## config.mk

```make
export PLATFORM = sky130hd
export DESIGN_NAME = sww_top
export DESIGN_NICKNAME = d
export VERILOG_FILES = /design/src/sww_pkg.sv /design/src/sww_top.sv /design/src/sww_wait_count.sv
export SDC_FILE = /design/constraint.sdc
export NUM_CORES = 1
export LEC_CHECK = 0
export BUFFER_PORTS_ARGS = -buffer_cell sky130_fd_sc_hd__buf_2
export CAP_MARGIN = 30
export CORE_AREA = 4 4 90 92
export DETAILED_ROUTE_END_ITERATION = 10
export DIE_AREA = 0 0 94 96
export GPL_TIMING_DRIVEN = 0
export HOLD_SLACK_MARGIN = 0.1
export PLACE_DENSITY = 0.75
export SLEW_MARGIN = 5
export SYNTH_ARGS = -nofsm -noshare
export SYNTH_HDL_FRONTEND = slang
export SYNTH_HIERARCHICAL = 1
export SYNTH_SLANG_ARGS = --single-unit
```

## constraint.sdc

```tcl
create_clock -name CLOCK -period 3.3 [get_ports CLOCK]
set_clock_uncertainty 0.15 [all_clocks]
set_input_delay 0.66 -clock CLOCK [delete_from_list [all_inputs] [get_ports CLOCK]]
set_output_delay 0.66 -clock CLOCK [all_outputs]
set_load 0.01 [all_outputs]
```

## src/sww_pkg.sv

```systemverilog
// Contract
// - External-interrupt wake from standby, watch or subactive waits the selected settle time.
// - Wait-select codes 000..111 give 8192,16384,32768,65536,131072,262144,2048,16 states.
// - Bus outputs float in standby, watch or direct transition unless hold bit is 1.
// - Control bits 2 down to 0 always read zero and ignore writes.
package sww_pkg;
   localparam int SWW_AXI_AW = 4;
   localparam logic [SWW_AXI_AW-1:0] SWW_CTRL_OFS = 4'h0;
   localparam logic [SWW_AXI_AW-1:0] SWW_STAT_OFS = 4'h4;
   localparam int SWW_SEL_LSB = 4;
   localparam int SWW_HOLD_BIT = 3;
   localparam int SWW_STAT_STATE_LSB = 8;
   localparam int SWW_STAT_KIND_LSB = 10;
   localparam logic [2:0] SWW_SEL_RESET = 3'h0;
   localparam logic SWW_HOLD_RESET = 1'b1;
   localparam int SWW_CNT_W = 19;
   localparam int SWW_WAIT_8192 = 8192;
   localparam int SWW_WAIT_16384 = 16384;
   localparam int SWW_WAIT_32768 = 32768;
   localparam int SWW_WAIT_65536 = 65536;
   localparam int SWW_WAIT_131072 = 131072;
   localparam int SWW_WAIT_262144 = 262144;
   localparam logic [SWW_CNT_W-1:0] SWW_WAIT_2048 = 19'h00800;
   localparam logic [SWW_CNT_W-1:0] SWW_WAIT_16 = 19'h00010;
   localparam logic [1:0] SWW_RESP_OKAY = 2'h0;
   localparam logic [1:0] SWW_RESP_SLVERR = 2'h2;

   typedef enum logic [1:0] {
      SWW_ST_RUN = 2'b00,
      SWW_ST_STBY = 2'b01,
      SWW_ST_WAIT = 2'b10
   } sww_state_e;

   typedef enum logic [1:0] {
      SWW_K_SOFT = 2'b00,
      SWW_K_WATCH = 2'b01,
      SWW_K_SUBACT = 2'b10,
      SWW_K_DIRECT = 2'b11
   } sww_kind_e;

   typedef struct packed {
      logic aw_got;
      logic w_got;
      logic [SWW_AXI_AW-1:0] awaddr;
      logic [31:0] wdata;
      logic [3:0] wstrb;
      logic awready;
      logic wready;
      logic bvalid;
      logic [1:0] bresp;
      logic arready;
      logic rvalid;
      logic [31:0] rdata;
      logic [1:0] rresp;
      logic [2:0] wake_wait_sel;
      logic bus_output_hold;
      sww_state_e state;
      sww_kind_e kind;
      logic clock_run;
      logic bus_hiz;
      logic wake_done;
   } sww_top_s;

   typedef struct packed {
      logic [SWW_CNT_W-1:0] cnt;
   } sww_cnt_s;
endpackage : sww_pkg

```

## src/sww_top.sv

```systemverilog
// Chosen here: the placing of the registers and register access over AXI4-Lite.
`timescale 1ns/100ps
module sww_top import sww_pkg::*; #(
   parameter int WAIT_8192 = SWW_WAIT_8192,
   parameter int WAIT_16384 = SWW_WAIT_16384,
   parameter int WAIT_32768 = SWW_WAIT_32768,
   parameter int WAIT_65536 = SWW_WAIT_65536,
   parameter int WAIT_131072 = SWW_WAIT_131072,
   parameter int WAIT_262144 = SWW_WAIT_262144
) (
   input wire logic CLOCK,
   input wire logic RESET,
   input wire logic [SWW_AXI_AW-1:0] S_AXI_AWADDR,
   input wire logic S_AXI_AWVALID,
   output logic S_AXI_AWREADY,
   input wire logic [31:0] S_AXI_WDATA,
   input wire logic [3:0] S_AXI_WSTRB,
   input wire logic S_AXI_WVALID,
   output logic S_AXI_WREADY,
   output logic [1:0] S_AXI_BRESP,
   output logic S_AXI_BVALID,
   input wire logic S_AXI_BREADY,
   input wire logic [SWW_AXI_AW-1:0] S_AXI_ARADDR,
   input wire logic S_AXI_ARVALID,
   output logic S_AXI_ARREADY,
   output logic [31:0] S_AXI_RDATA,
   output logic [1:0] S_AXI_RRESP,
   output logic S_AXI_RVALID,
   input wire logic S_AXI_RREADY,
   input wire logic STANDBY_ENTER,
   input wire logic [1:0] STANDBY_KIND,
   input wire logic EXT_WAKE,
   output logic CLOCK_RUN,
   output logic BUS_HIZ,
   output logic WAKE_DONE
);
   localparam sww_top_s RST = '{
      awready: 1'b1, wready: 1'b1, arready: 1'b1,
      wake_wait_sel: SWW_SEL_RESET, bus_output_hold: SWW_HOLD_RESET,
      state: SWW_ST_RUN, kind: SWW_K_SOFT, clock_run: 1'b1,
      default: '0};

   sww_top_s q;
   sww_top_s d;
   logic wait_zero;
   logic wait_load;
   logic [SWW_CNT_W-1:0] wait_value;

   // Refuses, at elaboration, wait counts that are zero or overflow the wait counter.
   if (WAIT_262144 < 1 || WAIT_262144 >= (1 << SWW_CNT_W) || WAIT_8192 < 1 ||
       WAIT_16384 < 1 || WAIT_32768 < 1 || WAIT_65536 < 1 || WAIT_131072 < 1 ||
       WAIT_8192 >= (1 << SWW_CNT_W) || WAIT_16384 >= (1 << SWW_CNT_W) ||
       WAIT_32768 >= (1 << SWW_CNT_W) || WAIT_65536 >= (1 << SWW_CNT_W) ||
       WAIT_131072 >= (1 << SWW_CNT_W)) begin : g_bad_wait
      $error("sww_top: wait counts must fit the wait counter");
   end

   // Maps the wait-select code onto the number of settle states.
   function automatic logic [SWW_CNT_W-1:0] wait_states(input logic [2:0] sel);
      logic [SWW_CNT_W-1:0] n;
      unique case (sel)
         3'h0: n = SWW_CNT_W'(WAIT_8192);
         3'h1: n = SWW_CNT_W'(WAIT_16384);
         3'h2: n = SWW_CNT_W'(WAIT_32768);
         3'h3: n = SWW_CNT_W'(WAIT_65536);
         3'h4: n = SWW_CNT_W'(WAIT_131072);
         3'h5: n = SWW_CNT_W'(WAIT_262144);
         3'h6: n = SWW_WAIT_2048;
         3'h7: n = SWW_WAIT_16;
      endcase
      return n;
   endfunction : wait_states

   assign wait_load = (q.state == SWW_ST_STBY) && EXT_WAKE;
   assign wait_value = wait_states(q.wake_wait_sel);

   always_comb begin
      d = q;
      d.wake_done = 1'b0;
      if (S_AXI_AWVALID && q.awready) begin
         d.aw_got = 1'b1;
         d.awaddr = S_AXI_AWADDR;
      end
      if (S_AXI_WVALID && q.wready) begin
         d.w_got = 1'b1;
         d.wdata = S_AXI_WDATA;
         d.wstrb = S_AXI_WSTRB;
      end
      if (q.bvalid && S_AXI_BREADY) begin
         d.bvalid = 1'b0;
      end
      if (d.aw_got && d.w_got && !d.bvalid) begin
         d.aw_got = 1'b0;
         d.w_got = 1'b0;
         d.bvalid = 1'b1;
         d.bresp = SWW_RESP_OKAY;
         if (d.awaddr == SWW_CTRL_OFS) begin
            if (d.wstrb[0]) begin
               // Bits 2 down to 0 and bit 7 have no storage.
               d.wake_wait_sel = d.wdata[SWW_SEL_LSB +: 3];
               d.bus_output_hold = d.wdata[SWW_HOLD_BIT];
            end
         end else if (d.awaddr != SWW_STAT_OFS) begin
            d.bresp = SWW_RESP_SLVERR;
         end
      end
      d.awready = !d.aw_got && !d.bvalid;
      d.wready = !d.w_got && !d.bvalid;

      if (q.rvalid && S_AXI_RREADY) begin
         d.rvalid = 1'b0;
      end
      if (S_AXI_ARVALID && q.arready) begin
         d.rvalid = 1'b1;
         d.rdata = '0;
         d.rresp = SWW_RESP_OKAY;
         if (S_AXI_ARADDR == SWW_CTRL_OFS) begin
            d.rdata[SWW_SEL_LSB +: 3] = q.wake_wait_sel;
            d.rdata[SWW_HOLD_BIT] = q.bus_output_hold;
         end else if (S_AXI_ARADDR == SWW_STAT_OFS) begin
            d.rdata[SWW_STAT_STATE_LSB +: 2] = q.state;
            d.rdata[SWW_STAT_KIND_LSB +: 2] = q.kind;
         end else begin
            d.rresp = SWW_RESP_SLVERR;
         end
      end
      d.arready = !d.rvalid;

      unique case (q.state)
         SWW_ST_RUN: begin
            if (STANDBY_ENTER) begin
               d.state = SWW_ST_STBY;
               d.kind = sww_kind_e'(STANDBY_KIND);
            end
         end
         SWW_ST_STBY: begin
            if (EXT_WAKE) begin
               d.state = SWW_ST_WAIT;
            end
         end
         SWW_ST_WAIT: begin
            if (wait_zero) begin
               d.state = SWW_ST_RUN;
               d.wake_done = 1'b1;
            end
         end
         default: d.state = SWW_ST_RUN;
      endcase
      d.clock_run = (d.state == SWW_ST_RUN);
      // Subactive keeps the bus alive; the other low-power kinds follow the hold bit.
      d.bus_hiz = (d.state != SWW_ST_RUN) && (d.kind != SWW_K_SUBACT) &&
                  !d.bus_output_hold;
   end

   always_ff @(posedge CLOCK) begin
      if (RESET) begin
         q <= RST;
      end else begin
         q <= d;
      end
   end

   sww_wait_count #(.CNT_W(SWW_CNT_W)) u_wait (
      .clock(CLOCK),
      .reset(RESET),
      .load(wait_load),
      .load_value(wait_value),
      .zero(wait_zero)
   );

   assign S_AXI_AWREADY = q.awready;
   assign S_AXI_WREADY = q.wready;
   assign S_AXI_BVALID = q.bvalid;
   assign S_AXI_BRESP = q.bresp;
   assign S_AXI_ARREADY = q.arready;
   assign S_AXI_RVALID = q.rvalid;
   assign S_AXI_RDATA = q.rdata;
   assign S_AXI_RRESP = q.rresp;
   assign CLOCK_RUN = q.clock_run;
   assign BUS_HIZ = q.bus_hiz;
   assign WAKE_DONE = q.wake_done;
endmodule : sww_top

```

## src/sww_wait_count.sv

```systemverilog
`timescale 1ns/100ps
module sww_wait_count import sww_pkg::*; #(
   parameter int CNT_W = SWW_CNT_W
) (
   input wire logic clock,
   input wire logic reset,
   input wire logic load,
   input wire logic [CNT_W-1:0] load_value,
   output logic zero
);
   typedef struct packed {
      logic [CNT_W-1:0] cnt;
   } sww_wc_s;

   sww_wc_s q;
   sww_wc_s d;

   // Refuses, at elaboration, a counter too narrow to count down at all.
   if (CNT_W < 2) begin : g_bad_width
      $error("sww_wait_count: CNT_W too small");
   end

   always_comb begin
      d = q;
      if (load) begin
         d.cnt = load_value;
      end else if (q.cnt != '0) begin
         d.cnt = q.cnt - 1'b1;
      end
   end

   always_ff @(posedge clock) begin
      if (reset) begin
         q <= '0;
      end else begin
         q <= d;
      end
   end

   assign zero = (q.cnt == '0);
endmodule : sww_wait_count

```

==> impl_metrics.tcl, run 1 <==
set metrics [dict create \
    crit_chain "nor3b_1, nor2b_1, buf_1, nand2_1, and4_1, nor4_1" \
    setup-tns-final_ns 0 \
    synth_edf_count 0 \
    tritoncts "yes" \
    initial_core_util_pct 44.7 \
    gp_congestion 0.863 \
    setup_viol 0 \
    slew_violations 0 \
    grt_usage_pct 17.1 \
    overflow 0 \
    final_common_cell "dfxtp_1" \
    vdd_drop_max_mv 0.365 \
    antenna_found_initial 0 \
    die_w_microns 94 \
    drc_errors 0 \
    dp_hpwl_microns 5300 \
    root_buffer "clkbuf_8" \
    clkTransAtPathRegs_ns 0.07 \
    drt-total-wl_microns 7040 \
    io_buffers 41 \
    ys_warn_count 6 \
    cts_made_buffers 9 \
    coreArea_sq_um 7210 \
    maxCapViolCount 0 \
    syn_area_sq_um 3230 \
    vias 2800 \
    grt_pass1_wl_microns 12100 \
    clk_latency_ns 0.35 \
    ys.flop_type "dfxtp_1" \
    pre_cts_ws_ns 0.646 \
    syn_to_final_growth_pct 21.5 \
    post-route-period-util_pct 72.3 \
    cts.sinks 64 \
    die_h_microns 96 \
    cpLargestDelayFamily "simple AND/OR/NAND/NOR gates" \
    yosysSeqAreaShare_pct 39.7 \
    start_kind "flop" \
    crit_slowest_cell "nor3b_1" \
    cts_hold_buf 0 \
    synth-seq-cells 64 \
    critPathCaptureType "flop" \
    nets 519 \
    htree_levels 3 \
    die_area_sq_um 9020 \
    grt_pass1_vias 2693 \
    syn_inst 375 \
    outcome "finished clean" \
    max_stage_delay_ns 0.48 \
    maxSlewHeadroom_pct 62.6 \
    cts_setup_buffers 0 \
    timing.final.ws_setup_ns 0.913 \
    cp_max_fo 10 \
    worst_pin_slew_ns 0.561 \
    cts_resized 0 \
    hold_class "flop to flop" \
    first_pass_iters 4 \
    hold_viol_final 0 \
    final_cell_mix "dfxtp_1, nand2_1, buf_2, conb_1, buf_4" \
    critPathKind "flop to flop" \
    cp_num_buf_inv 1 \
    rows 31 \
    p_leak_nw 1.72 \
    antennaDiodeCount 0 \
    drive_above_1_share_pct 23.7 \
    layoutNonFillerInstCount 567 \
    viasPerCell 4.94 \
    avgRoutedWirePerCell_microns 12.4 \
    cp.arrival_ns 2.47 \
    synth-async-reset-ratio_pct 0 \
    dp_cells 551 \
    min_period_ns 2.39 \
    clockBufferDepth 2 \
    drtIter0Drc 137 \
    syn_avg_cell_area_sq_um 8.60 \
    finish.utilization_pct 54.3 \
    synth_cell_types 61 \
    ant_nets 0 \
    grt_max_degree 17 \
    max_freq_mhz 419 \
    boundaryPins 99 \
    placed_cell_area_sq_um 3690 \
    final_area_sq_um 3920 \
    rsz0062_at_grt "false" \
    required_ns 3.38 \
    powerDensity_nw_per_um2 691 \
]
[through the flow]
stage	hold slack, ns	total power [mW]
floorplan	0.251	1.73
global placement	0.264	1.92
detailed placement	0.276	1.95
CTS	0.296	2.73
global route	0.320	2.90
finish	0.292	2.71
[path summary, 6_finish.rpt]
path,from,endpoint,slack [ns],depth (start not counted)
worst max-delay path,q[5],u_wait/q[15],0.91,6
worst min-delay path,wait_value[16],u_wait/q[16],0.29,2
worst max register to register,q[5],u_wait/q[15],0.91,6
worst min register to register,wait_value[16],u_wait/q[16],0.29,2
[cell usage after synthesis (3+ instances only)]
| library cell | count | area (sq um) |
|---|---|---|
| dfxtp_1 | 64 | 1280 |
| nand2_1 | 44 | 165 |
| buf_4 | 36 | 270 |
| nor2_1 | 32 | 120 |
| a21oi_1 | 15 | 75.1 |
| nor3_1 | 15 | 75.1 |
| mux2i_1 | 13 | 130 |
| nand3_1 | 10 | 50.1 |
| a22oi_1 | 9 | 67.6 |
| o21ai_0 | 9 | 45.0 |
| inv_1 | 8 | 30.0 |
| clkbuf_1 | 7 | 26.3 |
| nor2b_1 | 7 | 43.8 |
| or3_1 | 7 | 43.8 |
| nor3b_1 | 6 | 45.0 |
| nor4_1 | 6 | 37.5 |
| or4_1 | 6 | 45.0 |
| xnor2_1 | 6 | 52.6 |
| mux2_2 | 4 | 45.0 |
| nand2b_1 | 4 | 25.0 |
| a2111oi_0 | 3 | 26.3 |
| a211oi_1 | 3 | 22.5 |
| a31oi_1 | 3 | 18.8 |
| buf_1 | 3 | 11.3 |
| nand4_1 | 3 | 18.8 |
| o31ai_1 | 3 | 22.5 |
| xor2_1 | 3 | 26.3 |
[metal layers]
layer  global-route usage [%]  vias up  wire length (microns)
li1                         -     1437                      -
met1                     19.4     1286                   3020
met2                     29.7       69                   3510
met3                     6.65        8                    418
met4                     4.93        0                     89
met5                        0        -                      0
[power by group]
group	switching, mW	leakage [nW]	internal, mW
Combinational	0.498	1.09	0.403
Clock	0.322	0.109	0.448
Sequential	0.145	0.523	0.895
Total	0.965	1.72	1.75
[sequential cells by signal, summed over array words and instances (netlist names)]
name / cells
S_AXI_BVALID: 1
S_AXI_BRESP: 1
S_AXI_RRESP: 1
S_AXI_ARREADY: 1
S_AXI_RVALID: 1
u_wait/q: 19
wait_value: 8
BUS_HIZ: 1
CLOCK_RUN: 1
WAKE_DONE: 1
q: 19
S_AXI_RDATA: 8
S_AXI_AWREADY: 1
S_AXI_WREADY: 1
[cell type report]
class	instances	area, sq um
flip-flops and latches	64	1280
fillers	687	3290
multi-input cells	288	1690
plain buffers	50	355
clock inverters	6	92.6
well taps	99	124
inverters	9	33.8
repair buffers	41	205
clock buffers	10	138
[kinds of logic after synthesis]
family / synth area share, %
buf+inv: 12.1
simple gates: 25.7
xor+xnor: 2.44
compound gates: 14.2
other cells: 0.116
flops: 39.7
mux: 5.43
fa+ha+maj: 0.388
[worst register-to-register path, stage by stage (launching register included)]
cell and delay, ns:
dfxtp_1 0.42, nor3b_1 0.48, nor2b_1 0.19, buf_1 0.38, nand2_1 0.12, and4_1 0.22
nor4_1 0.31
(Power assumes the default switching activity.)
==> inputs of run 2 (changes only) <==
clock period = 2.3 ns   (was 3.3 ns; I/O delays follow)
==> run 2 against run 1 <==
Against the previous run:
- fmax up 9.8%
- sequential power up 44%
- hold slack worse by 0.079 ns
- critical endpoint is now u_wait/q[1]
- final cell count unchanged
- register-to-register slack worse by 0.79 ns
- first-iteration DRC count grew 1.5%
- highest routed layer unchanged
- largest power group unchanged
- sequential share of layout area fell by 0.23 points
==> impl_metrics.tcl, run 2 (same netlist as run 1, synthesis figures left out) <==
set metrics [dict create \
    drtIter0Drc 139 \
    cts_made_buffers 9 \
    tritoncts "yes" \
    root_buffer "clkbuf_8" \
    vdd_drop_max_mv 0.524 \
    powerDensity_nw_per_um2 1000 \
    gp_congestion 0.863 \
    min_from "S_AXI_WSTRB[0]" \
    cts_hold_buf 0 \
    reg2regPathDepth 7 \
    hold_path_depth 3 \
    use_met2_pct 29.7 \
    drc_errors 0 \
    p_leak_nw 1.74 \
    die_w_microns 94 \
    viasPerCell 4.94 \
    min_period_ns 2.17 \
    clkTransAtPathRegs_ns 0.08 \
    vias 2799 \
    overflow 0 \
    met3_usage_pct 6.65 \
    io_buffers 41 \
    power.total_mw 3.95 \
    cp_num_buf_inv 2 \
    grt_pass1_wl_microns 12100 \
    worst_pin_slew_ns 0.579 \
    drive_above_1_share_pct 24.8 \
    slew_violations 0 \
    grt_pass1_vias 2690 \
    outcome "finished clean" \
    r2r-end "u_wait/q[1]" \
    pre_cts_ws_ns -0.154 \
    crit_chain "inv_1, ha_1, nor4b_4, nand4_1, clkbuf_2, or4_1, o221ai_1" \
    critPathKind "flop to flop" \
    gr-usage-met1_pct 19.4 \
    required_ns 2.41 \
    critPathCaptureType "flop" \
    cts.sinks 64 \
    fill_cells 683 \
    rrSetupSlack_ns 0.13 \
    r2r-start "u_wait/q[0]" \
    drt-total-wl_microns 7090 \
    multiInputGateArea_sq_um 1720 \
    coreArea_sq_um 7210 \
    clk_latency_ns 0.35 \
    htree_levels 3 \
    cp_max_fo 10 \
    setup_viol 0 \
    hold_slack_ns 0.213 \
    final_common_cell "dfxtp_1" \
    maxCapViolCount 0 \
    maxSlewHeadroom_pct 61.4 \
    post-route-period-util_pct 94.6 \
    seq_area_sq_um 1280 \
    hold_viol_final 0 \
    antennaDiodeCount 0 \
    cpLargestDelayFamily "simple AND/OR/NAND/NOR gates" \
    busiest_layer "met2" \
    crit_slowest_cell "or4_1" \
    antenna_found_initial 0 \
    avgRoutedWirePerCell_microns 12.5 \
    rows 31 \
    first_pass_iters 7 \
    grt_usage_pct 17.0 \
    clockBufferDepth 2 \
    max_freq_mhz 460 \
    cts_setup_buffers 0 \
    nets 519 \
    hold_class "input port to flop" \
    boundaryPins 99 \
    rsz0062_at_grt "true" \
    start_kind "flop" \
    setup-tns-final_ns 0 \
    max_stage_delay_ns 0.54 \
    holdPathEnd "q[52]" \
    die_h_microns 96 \
    initial_core_util_pct 44.7 \
    syn_to_final_growth_pct 22.4 \
    grt_max_degree 17 \
    ant_nets 0 \
    dp_hpwl_microns 5300 \
    final_cell_mix "dfxtp_1, nand2_1, buf_2, conb_1, buf_4" \
    cp.arrival_ns 2.28 \
    die_area_sq_um 9020 \
    top_regs "q (19), u_wait/q (19)" \
    timing.final.ws_setup_ns 0.125 \
]
-- run 2: worst min-delay path: cells and delay by family --
| kind | cells | cell delay, ns |
|---|---|---|
| AO/OA/AOI/OAI | 1 | 0.05 |
| buffers and inverters | 1 | 0.11 |
| AND/OR/NAND/NOR | 1 | 0.05 |
-- run 2: how the worst max path moves through the flow --
| stage | from | endpoint | slack (ns) | cells after the start |
|---|---|---|---|---|
| 2_1_floorplan | u_wait/q[0] | u_wait/q[1] | 0.31 | 7 |
| 3_3_place_gp | EXT_WAKE | u_wait/q[15] | -0.14 | 8 |
| 3_5_place_dp | EXT_WAKE | u_wait/q[15] | -0.15 | 8 |
| 4_1_cts | u_wait/q[0] | u_wait/q[1] | 0.06 | 7 |
| 5_1_grt | u_wait/q[1] | u_wait/q[1] | -0.01 | 7 |
| 6_report | u_wait/q[0] | u_wait/q[1] | 0.13 | 7 |
-- run 2: what timing repair did --
item | 4_1_cts | 5_1_grt
gates resized for setup | 4 | 3
endpoints found under the setup margin | 9 | 14
cloned | 0 | 0
-- run 2: per-stage QoR --
step	instance area, sq um	std cells	util (%)
after floorplan	3360	411	-
after global placement	3690	551	51.1
after detailed placement	3690	551	51.1
after CTS	3930	567	54.5
after global routing	3950	567	54.7
final	3950	567	54.7
-- run 2: cell type report --
| type | count | area share (%) |
|---|---|---|
| clock inverter | 6 | 2.35 |
| clock buffer | 10 | 3.49 |
| tap | 99 | 3.14 |
| sequential | 64 | 32.5 |
| multi-input combinational | 288 | 43.5 |
| buffer | 50 | 9.06 |
| timing repair buffer | 41 | 5.20 |
| inverter | 9 | 0.856 |
-- run 2: routing by layer --
layer	share of wire (%)	up-vias
met3	6.2	8
met1	43	1283
met4	1.3	0
met2	50	72
li1	-	1436
met5	0	-
-- run 2: report_power, final --
group / leakage, nW / internal, mW / total, mW / switching [mW]
Sequential: 0.523 / 1.28 / 1.50 / 0.214
Clock: 0.109 / 0.643 / 1.10 / 0.462
Combinational: 1.11 / 0.601 / 1.34 / 0.743
==> inputs of run 3 (changes only) <==
ABC_AREA = 1   (was default)
==> run 3 against run 2 <==
Against the previous run:
- global-route usage is 0.74 points lower
- fmax is 2.2% higher
- highest routed layer unchanged
- sequential power hardly changed
- sequential cell count stayed put
- largest cell class unchanged
==> impl_metrics.tcl, run 3 <==
set metrics [dict create \
    cts_made_buffers 9 \
    tritoncts "yes" \
    netlist.area_leader.share_pct 39.8 \
    rrSetupSlack_ns 0.17 \
    multiInputGateArea_sq_um 1560 \
    hold_path_depth 3 \
    maxSlewHeadroom_pct 65.8 \
    antenna_found_initial 0 \
    ys.flop_type "dfxtp_1" \
    avgRoutedWirePerCell_microns 10.6 \
    drtIter0Drc 95 \
    dp_cells 631 \
    timing.final.ws_setup_ns 0.172 \
    max_stage_delay_ns 0.32 \
    synth-async-reset-ratio_pct 0 \
    cp.arrival_ns 2.20 \
    crit_slowest_cell "dfxtp_1" \
    worst_pin_slew_ns 0.514 \
    vdd_drop_max_mv 0.534 \
    ys_warn_count 6 \
    nets 599 \
    synth_cell_types 37 \
    clkTransAtPathRegs_ns 0.07 \
    die_area_sq_um 9020 \
    sw_frac_of_total_pct 39.5 \
    cts_resized 0 \
    clkPwrFrac_pct 26.1 \
    syn_avg_cell_area_sq_um 7.05 \
    p_int_mw 2.77 \
    fill_cells 694 \
    maxCapViolCount 0 \
    grt_pass1_vias 2656 \
    first_pass_iters 4 \
    hold_slack_ns 0.245 \
    rsz0062_at_grt "false" \
    slew_violations 0 \
    final_cell_mix "nand2_1, nor2_1, dfxtp_1, inv_1, buf_2" \
    required_ns 2.37 \
    cp_max_fo 10 \
    vias 2832 \
    max_freq_mhz 470 \
    synth_common_cells "nand2_1, nor2_1, dfxtp_1, inv_1, buf_4" \
    min_from "S_AXI_WDATA[3]" \
    gp_congestion 0.841 \
    rows 31 \
    cts.sinks 64 \
    syn_to_final_growth_pct 22.2 \
    outcome "finished clean" \
    layoutNonFillerInstCount 647 \
    syn_inst 456 \
    setup_viol 0 \
    critPathCaptureType "flop" \
    initial_core_util_pct 44.6 \
    overflow 0 \
    pre_cts_ws_ns 0.220 \
    setup-tns-final_ns 0 \
    seq_area_sq_um 1280 \
    min_period_ns 2.13 \
    crit_top_cell "nor2_1" \
    hold_class "input port to flop" \
    htree_levels 3 \
    power.switching_mw 1.81 \
    viasPerCell 4.38 \
    holdPathEnd "q[59]" \
    drive_above_1_share_pct 23.0 \
    r2r-end "BUS_HIZ" \
    grt_pass1_wl_microns 11600 \
    drc_errors 0 \
    r2r-start "u_wait/q[0]" \
    hold_viol_final 0 \
    cts_hold_buf 0 \
    antennaDiodeCount 0 \
    critPathKind "flop to flop" \
    io_buffers 40 \
    syn_area_sq_um 3220 \
    die_h_microns 96 \
    root_buffer "clkbuf_8" \
    cts_setup_buffers 0 \
    ys_top_cells_by_area "dfxtp_1, nand2_1, buf_4" \
    drt-total-wl_microns 6830 \
    clockBufferDepth 2 \
    pwr-share-comb_pct 41.2 \
    start_kind "flop" \
    dp_hpwl_microns 5240 \
    coreArea_sq_um 7210 \
    yosys.cell_count.top_type "nand2_1" \
    ant_nets 0 \
    yosys.area.top_type "dfxtp_1" \
    final_common_cell "nand2_1" \
    synth-seq-cells 64 \
    post-route-period-util_pct 92.5 \
    crit_chain "inv_1, ha_1, nand2_2, nor2_4, buf_6, nand4_2, nor2_2, nor2_1, o21a_1, nor2_1, nor3_1" \
    top_regs "q (19), u_wait/q (19)" \
    synth_edf_count 0 \
    grt_max_degree 13 \
    boundaryPins 99 \
    powerDensity_nw_per_um2 1170 \
    seq_power_share_pct 32.7 \
    clk_latency_ns 0.33 \
    yosysSeqAreaShare_pct 39.8 \
    reg2regPathDepth 11 \
    grt_usage_pct 16.3 \
    die_w_microns 94 \
    p_leak_nw 2.02 \
]
## run 3: power by group through the flow
stage	sequential (mW)	combinational, mW	clock, mW
3_3_place_gp	1.51	1.82	0
2_1_floorplan	1.49	1.55	0
6_report	1.50	1.89	1.20
4_1_cts	1.50	1.90	1.22
5_1_grt	1.53	2.18	1.27
3_5_place_dp	1.52	1.88	0
## run 3: metrics by stage
step,cell area (sq um),power [mW],utilization (%)
2_1_floorplan,3350,3.03,-
3_3_place_gp,3680,3.33,51.0
3_5_place_dp,3680,3.40,51.0
4_1_cts,3930,4.62,54.5
5_1_grt,3930,4.97,54.5
6_report,3930,4.59,54.5
## run 3: cell families (layout without fill, tap and decap cells)
group,count (synthesis),after routing,share of synthesized area [%]
and+or+nand+nor,247,247,34.9
buffers and inverters,96,152,15.8
DFF,64,64,39.8
AOI/OAI and AO/OA,42,42,7.55
xor gates and xnor gates,3,3,0.817
muxes,2,2,0.622
adders and majority gates,1,1,0.389
other,1,37,0.117
## run 3: final cells by class
cell class / instances / share of cell area, %
inverters: 50 / 4.78
flip-flops and latches: 64 / 32.6
plain buffers: 46 / 8.18
clock inverters: 6 / 2.96
repair buffers: 40 / 5.09
clock buffers: 10 / 3.50
well taps: 99 / 3.15
multi-input cells: 332 / 39.7
## run 3: worst max path at each step
stage	startpoint	endpoint	cells after the start
floorplan	u_wait/q[0]	BUS_HIZ	11
global placement	u_wait/q[0]	BUS_HIZ	11
detailed placement	u_wait/q[0]	BUS_HIZ	11
CTS	u_wait/q[0]	BUS_HIZ	11
global route	u_wait/q[0]	BUS_HIZ	11
finish	u_wait/q[0]	BUS_HIZ	11
## run 3: worst max-delay path: cells and delay by family, from the launching register on
family / cells / cell delay [ns]
adders and majority gates: 1 / 0.23
buffers and inverters: 2 / 0.28
AOI/OAI and AO/OA: 1 / 0.20
DFF: 1 / 0.32
and+or+nand+nor: 7 / 0.83
## run 3: routing by layer
metal | track usage [%] | part of all wire [%] | up-vias
li1 | - | - | 1522
met1 | 18.3 | 43 | 1230
met2 | 29.5 | 50 | 70
met3 | 4.93 | 5.7 | 10
met4 | 5.42 | 1.3 | 0
met5 | 0 | 0 | -
